**src/verilog/crc_defs.svh**
```systemverilog
// Timing counts, field positions and reset values of the reset controller.
`ifndef CRC_DEFS_SVH
`define CRC_DEFS_SVH

// ****************************************************************
// Timing
// ****************************************************************
`define CRC_CLK_MHZ          25
`define CRC_HARD_RELEASE_CLK 16
`define CRC_SOFT_DRIVE_CLK   512
`define CRC_GUARD_CLK        16
`define CRC_CNT_W            10

// ****************************************************************
// Status bit positions
// ****************************************************************
`define CRC_ST_POR    0
`define CRC_ST_EXT_HR 1
`define CRC_ST_EXT_SR 2
`define CRC_ST_WDOG   3
`define CRC_ST_BMON   4
`define CRC_ST_CHKS   5
`define CRC_ST_JTAG   6
`define CRC_ST_SW_HR  7
`define CRC_ST_SW_SR  8
`define CRC_ST_W      9
`define CRC_ST_RESET  9'h001

`endif

```
**src/verilog/crc_pkg.sv**
```systemverilog
// Types shared by the reset controller modules.
package crc_pkg;

   typedef enum logic [6:0] {
      CRC_IDLE  = 7'h01,
      CRC_CFG   = 7'h02,
      CRC_SPLL  = 7'h04,
      CRC_CPLL  = 7'h08,
      CRC_HREL  = 7'h10,
      CRC_SOFT  = 7'h20,
      CRC_GUARD = 7'h40
   } crc_state_e;

   typedef logic [8:0] crc_cause_t;

endpackage : crc_pkg

```
**src/verilog/crc_sync_if.sv**
```systemverilog
// Bundle of synchronised cause levels between the synchroniser and the top.
interface crc_sync_if;
   logic [8:0] raw;
   logic [8:0] sync;
   modport src (input raw, output sync);
   modport dst (output raw, input sync);
endinterface : crc_sync_if
```
**src/verilog/chip_reset_controller.sv**
```systemverilog
// Central reset controller: cause capture, sequencing and reset fan-out.
`include "crc_defs.svh"

// Functional notes
// - Nine causes accepted; action chosen per cause.
// - Status register records causes of last reset.
// - External hard line sensed only when undriven.
// - Soft line driven whenever hard line driven.
// - External soft sensed only when neither driven.
// - Enabled watchdog expiry starts hard sequence.
// - Enabled bus monitor timeout starts hard sequence.
// - Checkstop resets only when enable bit set.
// - JTAG soft request runs soft sequence.
// - Software control write starts hard or soft.
// - Synchronise causes, reset only matching class.
// - Core reset always; prefix from boot space.
// - Clock, RTC, error capture: power-on only.
// - Memory, timers, windows: power-on and hard.
// - Config reload power-on/hard; other logic always.
// - Sample config pins at power-on release.
// - Both lines driven throughout power-on sequence.
// - Config low, system PLL, then core PLL.
// - Release hard 16 clocks after lock+load.
// - With hard, release soft, core, boot sequencer.
// - Soft reset drives soft line 512 clocks.
// - Wait 16 cycles before sensing lines again.
module chip_reset_controller (
   // Clock and power-on reset
   input  wire logic              clk,
   input  wire logic              rstn,
   input  wire logic              power_on_reset_in_n,
   // Open-drain reset lines
   input  wire logic              hard_reset_line_in_n,
   output logic                   hard_reset_line_out,
   output logic                   hard_reset_line_oe,
   input  wire logic              soft_reset_line_in_n,
   output logic                   soft_reset_line_out,
   output logic                   soft_reset_line_oe,
   // Internal cause sources
   input  wire logic              wdog_expired,
   input  wire logic              wdog_enable,
   input  wire logic              bus_mon_timeout,
   input  wire logic              bus_mon_enable,
   input  wire logic              core_checkstop,
   input  wire logic              checkstop_reset_enable,
   input  wire logic              jtag_soft_req,
   input  wire logic              sw_hard_req,
   input  wire logic              sw_soft_req,
   // Configuration pins and loader handshake
   input  wire logic [2:0]        cfg_source_pins,
   input  wire logic              input_clock_halve_select,
   output logic                   cfg_load_start,
   input  wire logic              cfg_low_loaded,
   input  wire logic              cfg_all_loaded,
   input  wire logic              boot_memory_space_sel,
   input  wire logic              sys_pll_locked,
   input  wire logic              core_pll_locked,
   output logic                   clock_distribute_en,
   // Status
   input  wire logic              status_clear,
   output crc_pkg::crc_cause_t    reset_status_reg,
   output logic [2:0]             cfg_source_sampled,
   output logic                   system_clock_in_halve_sampled,
   // Reset fan-out, active low; prefix bit and boot release active high
   output logic                   por_domain_rst_n,
   output logic                   hard_domain_rst_n,
   output logic                   soft_domain_rst_n,
   output logic                   core_rst_n,
   output logic                   exception_prefix_bit,
   output logic                   boot_seq_release
);
   import crc_pkg::*;

   // ****************************************************************
   // Cause synchronisation
   // ****************************************************************
   crc_sync_if sif ();
   logic [8:0] cause_s;

   assign sif.raw = {sw_soft_req, sw_hard_req, jtag_soft_req,
                     core_checkstop, bus_mon_timeout, wdog_expired,
                     ~soft_reset_line_in_n, ~hard_reset_line_in_n,
                     ~power_on_reset_in_n};

   crc_sync #(.WIDTH(9)) u_sync (
      .clk  (clk),
      .rstn (rstn),
      .sif  (sif)
   );
   assign cause_s = sif.sync;

   // Enables sit on the same clock, so they gate the synchronised levels.
   logic por_s;
   logic ext_hr;
   logic ext_sr;
   logic hard_ev;
   logic soft_ev;
   logic [8:0] hit;

   // ****************************************************************
   // State
   // ****************************************************************
   crc_state_e  st_r, st_nxt;
   logic        drv_h_r, drv_h_nxt;
   logic        drv_s_r, drv_s_nxt;
   logic        por_flow_r, por_flow_nxt;
   logic        hard_flow_r, hard_flow_nxt;
   crc_cause_t  stat_r, stat_nxt;
   logic [2:0]  src_r, src_nxt;
   logic        halve_r, halve_nxt;
   logic        ld_r, ld_nxt;
   logic        clk_en_r, clk_en_nxt;
   logic        rst_por_r, rst_por_nxt;
   logic        rst_hard_r, rst_hard_nxt;
   logic        rst_soft_r, rst_soft_nxt;
   logic        ip_r, ip_nxt;
   logic        boot_r, boot_nxt;
   logic        cnt_load;
   logic [`CRC_CNT_W-1:0] cnt_val;
   logic        cnt_done;

   crc_counter #(.W(`CRC_CNT_W)) u_cnt (
      .clk   (clk),
      .rstn  (rstn),
      .load  (cnt_load),
      .value (cnt_val),
      .done  (cnt_done)
   );

   always_comb begin
      por_s   = cause_s[`CRC_ST_POR];
      ext_hr  = cause_s[`CRC_ST_EXT_HR] && !drv_h_r;
      ext_sr  = cause_s[`CRC_ST_EXT_SR] && !drv_h_r && !drv_s_r;
      hit     = '0;
      hit[`CRC_ST_EXT_HR] = ext_hr;
      hit[`CRC_ST_EXT_SR] = ext_sr;
      hit[`CRC_ST_WDOG]   = cause_s[`CRC_ST_WDOG] && wdog_enable;
      hit[`CRC_ST_BMON]   = cause_s[`CRC_ST_BMON] && bus_mon_enable;
      hit[`CRC_ST_CHKS]   = cause_s[`CRC_ST_CHKS]
                            && checkstop_reset_enable;
      hit[`CRC_ST_JTAG]   = cause_s[`CRC_ST_JTAG];
      hit[`CRC_ST_SW_HR]  = cause_s[`CRC_ST_SW_HR];
      hit[`CRC_ST_SW_SR]  = cause_s[`CRC_ST_SW_SR];
      // External lines are ignored until the guard interval has passed.
      if (st_r != CRC_IDLE) begin
         hit[`CRC_ST_EXT_HR] = 1'b0;
         hit[`CRC_ST_EXT_SR] = 1'b0;
      end
      hard_ev = hit[`CRC_ST_EXT_HR] | hit[`CRC_ST_WDOG] | hit[`CRC_ST_BMON]
                | hit[`CRC_ST_CHKS] | hit[`CRC_ST_SW_HR];
      soft_ev = hit[`CRC_ST_EXT_SR] | hit[`CRC_ST_JTAG]
                | hit[`CRC_ST_SW_SR];
   end

   // ****************************************************************
   // Sequencer
   // ****************************************************************
   always_comb begin
      st_nxt        = st_r;
      drv_h_nxt     = drv_h_r;
      drv_s_nxt     = drv_s_r;
      por_flow_nxt  = por_flow_r;
      hard_flow_nxt = hard_flow_r;
      stat_nxt      = stat_r;
      src_nxt       = src_r;
      halve_nxt     = halve_r;
      ld_nxt        = 1'b0;
      clk_en_nxt    = clk_en_r;
      rst_por_nxt   = rst_por_r;
      rst_hard_nxt  = rst_hard_r;
      rst_soft_nxt  = rst_soft_r;
      ip_nxt        = ip_r;
      boot_nxt      = boot_r;
      cnt_load      = 1'b0;
      cnt_val       = '0;
      if (status_clear) begin
         stat_nxt = '0;
      end
      if (por_s) begin
         // Power-on holds everything; all domains and clocks in reset.
         st_nxt       = CRC_CFG;
         drv_h_nxt    = 1'b1;
         drv_s_nxt    = 1'b1;
         por_flow_nxt = 1'b1;
         hard_flow_nxt = 1'b1;
         stat_nxt     = `CRC_ST_RESET;
         clk_en_nxt   = 1'b0;
         rst_por_nxt  = 1'b1;
         rst_hard_nxt = 1'b1;
         rst_soft_nxt = 1'b1;
         boot_nxt     = 1'b0;
         src_nxt      = cfg_source_pins;
         halve_nxt    = input_clock_halve_select;
      end else begin
         case (st_r)
            CRC_IDLE: begin
               if (hard_ev) begin
                  // Set wins over software clear for new causes.
                  stat_nxt      = hit;
                  st_nxt        = CRC_CFG;
                  drv_h_nxt     = 1'b1;
                  drv_s_nxt     = 1'b1;
                  hard_flow_nxt = 1'b1;
                  rst_hard_nxt  = 1'b1;
                  rst_soft_nxt  = 1'b1;
                  boot_nxt      = 1'b0;
               end else if (soft_ev) begin
                  stat_nxt     = hit;
                  st_nxt       = CRC_SOFT;
                  drv_s_nxt    = 1'b1;
                  rst_soft_nxt = 1'b1;
                  boot_nxt     = 1'b0;
                  cnt_load     = 1'b1;
                  cnt_val      = `CRC_CNT_W'(`CRC_SOFT_DRIVE_CLK);
               end
            end
            CRC_CFG: begin
               // Release the power-on domain; ask the loader to start.
               rst_por_nxt = 1'b0;
               ld_nxt      = 1'b1;
               st_nxt      = por_flow_r ? CRC_SPLL : CRC_CPLL;
            end
            CRC_SPLL: begin
               if (cfg_low_loaded && sys_pll_locked) begin
                  clk_en_nxt = 1'b1;
                  st_nxt     = CRC_CPLL;
               end
            end
            CRC_CPLL: begin
               // Loader flags lag the start pulse a cycle, so skip them then.
               if (core_pll_locked && cfg_all_loaded && !ld_r
                   && (clk_en_r || !por_flow_r)) begin
                  cnt_load = 1'b1;
                  cnt_val  = `CRC_CNT_W'(`CRC_HARD_RELEASE_CLK);
                  st_nxt   = CRC_HREL;
               end
            end
            CRC_HREL: begin
               if (cnt_done) begin
                  drv_h_nxt     = 1'b0;
                  drv_s_nxt     = 1'b0;
                  rst_hard_nxt  = 1'b0;
                  rst_soft_nxt  = 1'b0;
                  ip_nxt        = boot_memory_space_sel;
                  boot_nxt      = 1'b1;
                  por_flow_nxt  = 1'b0;
                  hard_flow_nxt = 1'b0;
                  st_nxt        = CRC_GUARD;
                  cnt_load      = 1'b1;
                  cnt_val       = `CRC_CNT_W'(`CRC_GUARD_CLK);
               end
            end
            CRC_SOFT: begin
               if (cnt_done) begin
                  drv_s_nxt    = 1'b0;
                  rst_soft_nxt = 1'b0;
                  ip_nxt       = boot_memory_space_sel;
                  boot_nxt     = 1'b1;
                  st_nxt       = CRC_GUARD;
                  cnt_load     = 1'b1;
                  cnt_val      = `CRC_CNT_W'(`CRC_GUARD_CLK);
               end
            end
            CRC_GUARD: begin
               // Count only once the pulled-up lines read negated.
               if (cause_s[`CRC_ST_EXT_HR] || cause_s[`CRC_ST_EXT_SR]) begin
                  cnt_load = 1'b1;
                  cnt_val  = `CRC_CNT_W'(`CRC_GUARD_CLK);
               end else if (cnt_done) begin
                  st_nxt = CRC_IDLE;
               end
            end
            default: begin
               st_nxt = CRC_IDLE;
            end
         endcase
      end
   end

   always_ff @(posedge clk) begin
      if (!rstn) begin
         st_r        <= CRC_IDLE;
         drv_h_r     <= 1'b0;
         drv_s_r     <= 1'b0;
         por_flow_r  <= 1'b0;
         hard_flow_r <= 1'b0;
         stat_r      <= `CRC_ST_RESET;
         src_r       <= 3'h0;
         halve_r     <= 1'b0;
         ld_r        <= 1'b0;
         clk_en_r    <= 1'b0;
         rst_por_r   <= 1'b1;
         rst_hard_r  <= 1'b1;
         rst_soft_r  <= 1'b1;
         ip_r        <= 1'b0;
         boot_r      <= 1'b0;
      end else begin
         st_r        <= st_nxt;
         drv_h_r     <= drv_h_nxt;
         drv_s_r     <= drv_s_nxt;
         por_flow_r  <= por_flow_nxt;
         hard_flow_r <= hard_flow_nxt;
         stat_r      <= stat_nxt;
         src_r       <= src_nxt;
         halve_r     <= halve_nxt;
         ld_r        <= ld_nxt;
         clk_en_r    <= clk_en_nxt;
         rst_por_r   <= rst_por_nxt;
         rst_hard_r  <= rst_hard_nxt;
         rst_soft_r  <= rst_soft_nxt;
         ip_r        <= ip_nxt;
         boot_r      <= boot_nxt;
      end
   end

   // ****************************************************************
   // Outputs
   // ****************************************************************
   // Open-drain: the line is only ever pulled low, never driven high.
   assign hard_reset_line_out  = 1'b0;
   assign hard_reset_line_oe   = drv_h_r;
   assign soft_reset_line_out  = 1'b0;
   assign soft_reset_line_oe   = drv_s_r;
   assign cfg_load_start       = ld_r;
   assign clock_distribute_en  = clk_en_r;
   assign reset_status_reg     = stat_r;
   assign cfg_source_sampled   = src_r;
   assign system_clock_in_halve_sampled  = halve_r;
   assign por_domain_rst_n     = ~rst_por_r;
   assign hard_domain_rst_n    = ~rst_hard_r;
   assign soft_domain_rst_n    = ~rst_soft_r;
   assign core_rst_n           = ~rst_soft_r;
   assign exception_prefix_bit = ip_r;
   assign boot_seq_release     = boot_r;
endmodule : chip_reset_controller

```
**src/verilog/crc_counter.sv**
```systemverilog
// Down counter used for the release, soft-drive and guard intervals.
module crc_counter #(
   parameter int W = 10
) (
   // Clock and reset
   input  wire logic         clk,
   input  wire logic         rstn,
   // Control
   input  wire logic         load,
   input  wire logic [W-1:0] value,
   // Status
   output logic              done
);
   logic [W-1:0] cnt_r;
   logic [W-1:0] cnt_nxt;

   initial begin
      if (W < 10) $error("crc_counter W must hold 512");
   end

   always_comb begin
      cnt_nxt = cnt_r;
      if (load) begin
         cnt_nxt = value;
      end else if (cnt_r != '0) begin
         cnt_nxt = cnt_r - 1'b1;
      end
   end

   always_ff @(posedge clk) begin
      if (!rstn) begin
         cnt_r <= '0;
      end else begin
         cnt_r <= cnt_nxt;
      end
   end

   assign done = (cnt_r == {{(W-1){1'b0}}, 1'b1});
endmodule : crc_counter

```
**src/verilog/crc_sync.sv**
```systemverilog
// Two-flop synchronisers, one per asynchronous cause.
module crc_sync #(
   parameter int WIDTH = 9
) (
   // Clock and reset
   input  wire logic clk,
   input  wire logic rstn,
   // Cause levels
   crc_sync_if.src   sif
);
   logic [WIDTH-1:0] meta_r;
   logic [WIDTH-1:0] meta_nxt;
   logic [WIDTH-1:0] sync_r;
   logic [WIDTH-1:0] sync_nxt;

   initial begin
      if (WIDTH != 9) $error("crc_sync WIDTH must be 9");
   end

   genvar i;
   generate
      for (i = 0; i < WIDTH; i++) begin : g_bit
         always_comb begin
            meta_nxt[i] = sif.raw[i];
            sync_nxt[i] = meta_r[i];
         end
      end
   endgenerate

   always_ff @(posedge clk) begin
      if (!rstn) begin
         meta_r <= '0;
         sync_r <= '0;
      end else begin
         meta_r <= meta_nxt;
         sync_r <= sync_nxt;
      end
   end

   assign sif.sync = sync_r;
endmodule : crc_sync

```
**config.mk**
```make
export PLATFORM = sky130hd
export DESIGN_NAME = chip_reset_controller
export DESIGN_NICKNAME = d
export VERILOG_FILES = /design/src/verilog/crc_pkg.sv /design/src/verilog/crc_sync_if.sv /design/src/verilog/chip_reset_controller.sv /design/src/verilog/crc_counter.sv /design/src/verilog/crc_sync.sv
export VERILOG_INCLUDE_DIRS = /design/src /design/src/verilog
export SDC_FILE = /design/constraint.sdc
export NUM_CORES = 1
export LEC_CHECK = 0
export BUFFER_PORTS_ARGS = -buffer_cell sky130_fd_sc_hd__buf_4
export CAP_MARGIN = 10
export CORE_ASPECT_RATIO = 0.7
export CORE_MARGIN = 10
export CORE_UTILIZATION = 30
export DETAILED_ROUTE_END_ITERATION = 8
export GPL_TIMING_DRIVEN = 0
export HOLD_SLACK_MARGIN = 0.12
export SYNTH_ARGS = -nofsm -noshare
export SYNTH_HDL_FRONTEND = slang
export SYNTH_SLANG_ARGS = --single-unit
```
**constraint.sdc**
```tcl
create_clock -name clk -period 4.7 [get_ports clk]
set_input_delay 0.47 -clock clk [delete_from_list [all_inputs] [get_ports clk]]
set_output_delay 0.47 -clock clk [all_outputs]
set_load 0.005 [all_outputs]
```
### Word level (Yosys, flattened, before mapping)

Index checks and enable logic that the tools add are counted.

* $add $sub $neg: 1
* equality and inequality tests: 25
* muxes and demuxes: 46
* bitwise logic cells: 14
* reductions and logical operators: 35

Operators by type and width (count)
* $mux 10: 5
* $mux 7: 7
* $pmux 7 s6: 1
* $pmux 10 s4: 1
* $mux 9: 4
* $mux 1: 18
* $ne 3x2->1 const B: 6
* $mux 5: 3
* $reduce_and 3->1: 5
* $ne 2x2->1 const B: 6
* $reduce_and 6->1: 2
* $eq 10x1->1 const B: 1
* $logic_and 1x1->1: 10
* $reduce_bool 10->1: 1
* $reduce_bool 2->1: 5
* $sub 10x1->10 const B: 1
* $not 1->1: 8
* $eq 7x1->1 const B: 1
* $eq 7x2->1 const B: 1
* $eq 7x3->1 const B: 1
* $eq 7x4->1 const B: 1
* $eq 7x5->1 const B: 1
* $eq 7x6->1 const B: 1
* $eq 7x7->1 const B: 1
* 15 further kinds: 30

* register bits: 58
* input bits: 24
* output and inout port bits: 25
* logic and storage cells: 139

### Logic depth before layout (Yosys ltp)

* depth after elaboration: 12
* gate-level depth with buffers: 7

### Hierarchy

Synthesis repeated with hierarchy kept, for this count alone.

* cells, all modules: 262
* area total of the unflattened synthesis: 2538.7 sq um

Modules (own cells, without submodules)
* chip_reset_controller: instances 1, cells each 153, area each 1430.1 sq um, seq. area each 600.6 sq um
* crc_counter: instances 1, cells each 72, area each 606.8 sq um, seq. area each 200.2 sq um
* crc_sync: instances 1, cells each 37, area each 501.7 sq um, seq. area each 360.3 sq um

### Worst setup path before layout

OpenSTA, ideal clock, no wires.

* kind: in2reg
* start point: in wdog_enable
* end point: reg u_cnt.cnt_r[0]
* setup time: 124 ps
* arrival: 1732 ps
* data required time: 4576 ps
* slack: 2844 ps
* cell stages on the path: 5
* buffers on the path: 0
* path through: a222oi_1 nor3b_2 or4b_4 o211ai_4 nor2_1

* cells in the longest elaborated chain, start to end: 9

RTL lines
* from (decl): line chip_reset_controller.sv:41 `input wire logic wdog_enable,`
* $logic_and 1x1->1 *: line chip_reset_controller.sv:137 `` hit[`CRC_ST_WDOG] = cause_s[`CRC_ST_WDOG] && wdog_enable; ``
* $or 1x1->1 * (4 in a row): line chip_reset_controller.sv:149 `` hard_ev = hit[`CRC_ST_EXT_HR] | hit[`CRC_ST_WDOG] | hit[`CRC_ST_BMON] ``
* $mux 10 / $mux 1 (equally long branches): line chip_reset_controller.sv:197 `if (hard_ev) begin`
* $pmux 10 s4 / $pmux 1 s4 (equally long branches): line chip_reset_controller.sv:195 `case (st_r)`
* $mux 10 / $mux 1 (equally long branches): line chip_reset_controller.sv:179 `if (por_s) begin`
* $mux 10 / $reduce_bool 2->1 (equally long branches)
* to (signal assigned): line crc_counter.sv:34 `cnt_r <= cnt_nxt;`
* to (decl): line crc_counter.sv:14 `logic [W-1:0] cnt_r;`

Mark *: on every way between the ends. The rest lies on a longest branch, timed or not.
A chain may end at the register's enable or synchronous reset.

### Worst setup path in the final report

* start point: reg u_cnt.cnt_r[0]
* end point: reg u_cnt.cnt_r[7]

* cells in the longest elaborated chain, start to end: 5

RTL lines
* parallel branches: the longest is 5 deep, another holds $sub 10x1->10

Several ways; the timed one is not identified. The select of a mux whose other input is x is not followed.

==> results.txt <==
----------------------------------------------------
[Power and ir drop]
  Power per unit of standard cell area ... 531.1 nW/um2
  Switching part of the total power ... 29.05%
  Max VDD drop ... 207.3 uV
  Proportion of power drawn by combinational gates ... 22.2%
  Fraction of power consumed by the clock network ... 42.3%
  Leakage component of the power ... 1.283 nW
  Reg power frac ... 35.6%
  Net Switching ... 0.0004892 W
  Internal power component ... 0.001195 W

[Logic synthesis]
  Proportion of netlist area held by the largest area contributor ... 49.05%
  Instance count of the mapped netlist ... 238
  Proportion of register bits with asynchronous set or reset after synthesis ... 0%
  Top_reg_cell synth ... sky130_fd_sc_hd__dfxtp_1
  Post-synth top cells ... sky130_fd_sc_hd__dfxtp_1, sky130_fd_sc_hd__nor2_1, sky130_fd_sc_hd__and2_1, sky130_fd_sc_hd__nor2b_1
  Synthesized flop and latch total ... 58
  Cell taking the most area after synthesis ... sky130_fd_sc_hd__dfxtp_1
  Distinct cell type count of the synthesized netlist ... 54
  Synth Warn # ... 0
  Mean Syn Cell Area ... 9.947 um2
  EDFF count, synth ... 0
  Netlist Area Pre-Place ... 2367 um2
  Most instantiated library cell after synthesis ... sky130_fd_sc_hd__dfxtp_1
  Ranking of synthesized cells by area ... sky130_fd_sc_hd__dfxtp_1, sky130_fd_sc_hd__and2_1, sky130_fd_sc_hd__nor2b_1
  Proportion of synthesized chip area in sequential cells ... 49.05%

[STA]
  Worst slew margin relative to its limit ... 49.00%
  Final count of negative-setup-slack endpoints ... 0
  Worst Skew ... 6.225 ps
  Final slew viol count ... 0
  Unrepaired setup endpoints after global routing ... no
  Tightest Pin Transition ... 763.1 ps
  Fin crit share ... 44.81%
  Post-route minimum period ... 2106 ps
  Maximum clock frequency ... 474.8 MHz
  Post-Route Setup TNS ... 0 ps
  Worst Hold Slack ... 292.1 ps
  Final count of hold timing violations ... 0

[Setup path]
  Element type at the critical path end ... register
  Critical path data arrival time ... 2310 ps
  Kind of critical path ... register to register
  Reg2Reg Setup Slack ... 2590 ps
  Number of cells on the worst reg-to-reg path ... 7
  Crit path max fanout ... 5
  Worst setup SP type ... register
  CP required ... 4910 ps

[Layout]
  Diode insertion count for antenna repair ... 0
  Final standard cell utilization of the core ... 40.81%
  Layout-stage area growth over the synthesis result ... 33.93%
  Biggest register ... u_cnt.cnt_r
  Number of flip-flops under the largest register name ... 10
  Final #Nets ... 322
  Fraction of layout instances using a drive strength above 1 ... 26.91%

[Drt]
  Total wirelength of the detailed-routed design ... 5.787 mm
  Average wire per cell in the routed design ... 14.40 um
  Drt initial violations ... 79
  Number of routed nets with antenna violations ... 0
  Number of detailed-routing iterations run before antenna repair ... 4
  Total number of vias ... 1934
  Number of DRC violations after detailed routing ... 0
  Routed vias/inst ... 4.811

[Run]
  Max-cap violations ... 0

[Global route]
  Antenna violations before repair ... 0
  Maximum number of pins on one net before global-route repair ... 12
  Overall track demand over capacity in global routing ... 10.31%
  GRT Residual Overflow ... 0
  First-pass GRT wire length ... 9.915 mm
  Via count of the first global-routing pass ... 1957

[CTS]
  Maximum level of the CTS H-tree ... 3
  Clock-pin slew of the registers on the worst-case setup and hold paths ... 50 ps
  Maximum number of buffers from clock root to sink ... 2
  Worst-Skew Late Latency ... 330 ps
  Clock root buffer ... sky130_fd_sc_hd__clkbuf_16
  Number of hold buffers added after cts ... 0
  CTS resizes ... 0
  Post-CTS Setup Inserts ... 0
  Number of clock buffers inserted by TritonCTS ... 9
  Clock sink count ... 58
  Clock tree from TritonCTS ... done

[Placement]
  Routability congestion estimate ... 0.8016
  Count of input and output buffers ... 46
  DP HPWL ... 4.271 mm

[Floorplan]
  Die width ... 126.2 um
  Starting density of the core ... 30.47%
  Total die area ... 11900 um2
  Die height ... 94.32 um
  Top-Level Pins ... 49
  Core footprint ... 7770 um2
  Number of rows in the core area ... 27

[Min path]
  Worst hold path type ... input pin to register
  Hold Path Cell Cnt ... 2

[Status]
  Status ... complete, no violations

----------------------------------------------------
[power groups by stage]
stage	clock (W)	sequential, W	combinational [W]
after floorplan	0	0.000596	0.000278
after global placement	0	0.000605	0.000363
after detailed placement	0	0.000608	0.000371
after CTS	0.000726	0.000598	0.000373
after global routing	0.000747	0.000608	0.000423
final	0.000712	0.000599	0.000373
[metrics by stage]
stage | instance area [um2] | total power [W] | std cells | setup WS (ps)
6_report | 3171 | 0.001684 | 402 | 2594
3_3_place_gp | 2843 | 0.0009678 | 386 | 2437
2_1_floorplan | 2371 | 0.0008736 | 239 | 2844
4_1_cts | 3171 | 0.001697 | 402 | 2603
3_5_place_dp | 2843 | 0.0009785 | 386 | 2428
5_1_grt | 3171 | 0.001778 | 402 | 2476
[cells in the final DEF (no fill, tap or decap), types with 4 or more instances in the layout]
master and count:
sky130_fd_sc_hd__a21oi_1 9, sky130_fd_sc_hd__buf_4 49, sky130_fd_sc_hd__and2_1 15, sky130_fd_sc_hd__a22o_1 5, sky130_fd_sc_hd__nor2_1 16, sky130_fd_sc_hd__o21ai_0 8
sky130_fd_sc_hd__nor2b_1 13, sky130_fd_sc_hd__clkbuf_1 4, sky130_fd_sc_hd__inv_1 6, sky130_fd_sc_hd__mux2i_1 5, sky130_fd_sc_hd__dfxtp_1 58, sky130_fd_sc_hd__clkbuf_16 9
sky130_fd_sc_hd__o21a_1 4, sky130_fd_sc_hd__nor3_1 6, sky130_fd_sc_hd__or4_1 4, sky130_fd_sc_hd__nand3_1 4, sky130_fd_sc_hd__xnor2_1 4, sky130_fd_sc_hd__nor3_2 5
sky130_fd_sc_hd__nand2b_1 6, sky130_fd_sc_hd__nand2_1 9
[routing by layer]
layer  wire, um  share of wire [%]  track usage (%)  up-vias
li1           -                  -                -      978
met1       2887                 50            12.95      897
met2       2333                 40            14.61       51
met3        444                7.7            4.738        8
met4        121                2.1            5.104        0
met5          0                  0                0        -
[area by class of cell]
cell class / count / area, um2
Fill cell: 770 / 4599
Sequential cell: 58 / 1161
Multi-Input combinational cell: 164 / 1131
Timing Repair Buffer: 46 / 345.3
Clock buffer: 10 / 239.0
Tap cell: 101 / 126.4
Clock inverter: 6 / 88.84
Buffer: 11 / 56.30
Inverter: 6 / 22.52
[path summary, 6_finish.rpt]
| path | start | end |
|---|---|---|
| setup / recovery | u_cnt.cnt_r[0] | u_cnt.cnt_r[7] |
| hold / removal | power_on_reset_in_n | u_sync.meta_r[0] |
| setup reg to reg | u_cnt.cnt_r[0] | u_cnt.cnt_r[7] |
| hold reg to reg | u_sync.meta_r[4] | u_sync.sif.sync[4] |
[logic make-up after synthesis]
group,synth area share [%]
and+or+nand+nor,27.59
DFF,49.05
AOI/OAI and AO/OA,15.22
buffers and inverters,3.329
muxes,2.114
xor gates and xnor gates,1.480
adders and majority gates,1.057
other,0.1584
[worst max-delay path: stages, from the launching register on]
cell and delay [ps]:
sky130_fd_sc_hd__dfxtp_1 330, sky130_fd_sc_hd__inv_1 90, sky130_fd_sc_hd__ha_1 220, sky130_fd_sc_hd__or4b_2 690, sky130_fd_sc_hd__nor3_2 350, sky130_fd_sc_hd__nor4_1 110, sky130_fd_sc_hd__xnor2_1 140, sky130_fd_sc_hd__nor2_1 50
(Power assumes the default switching activity.)
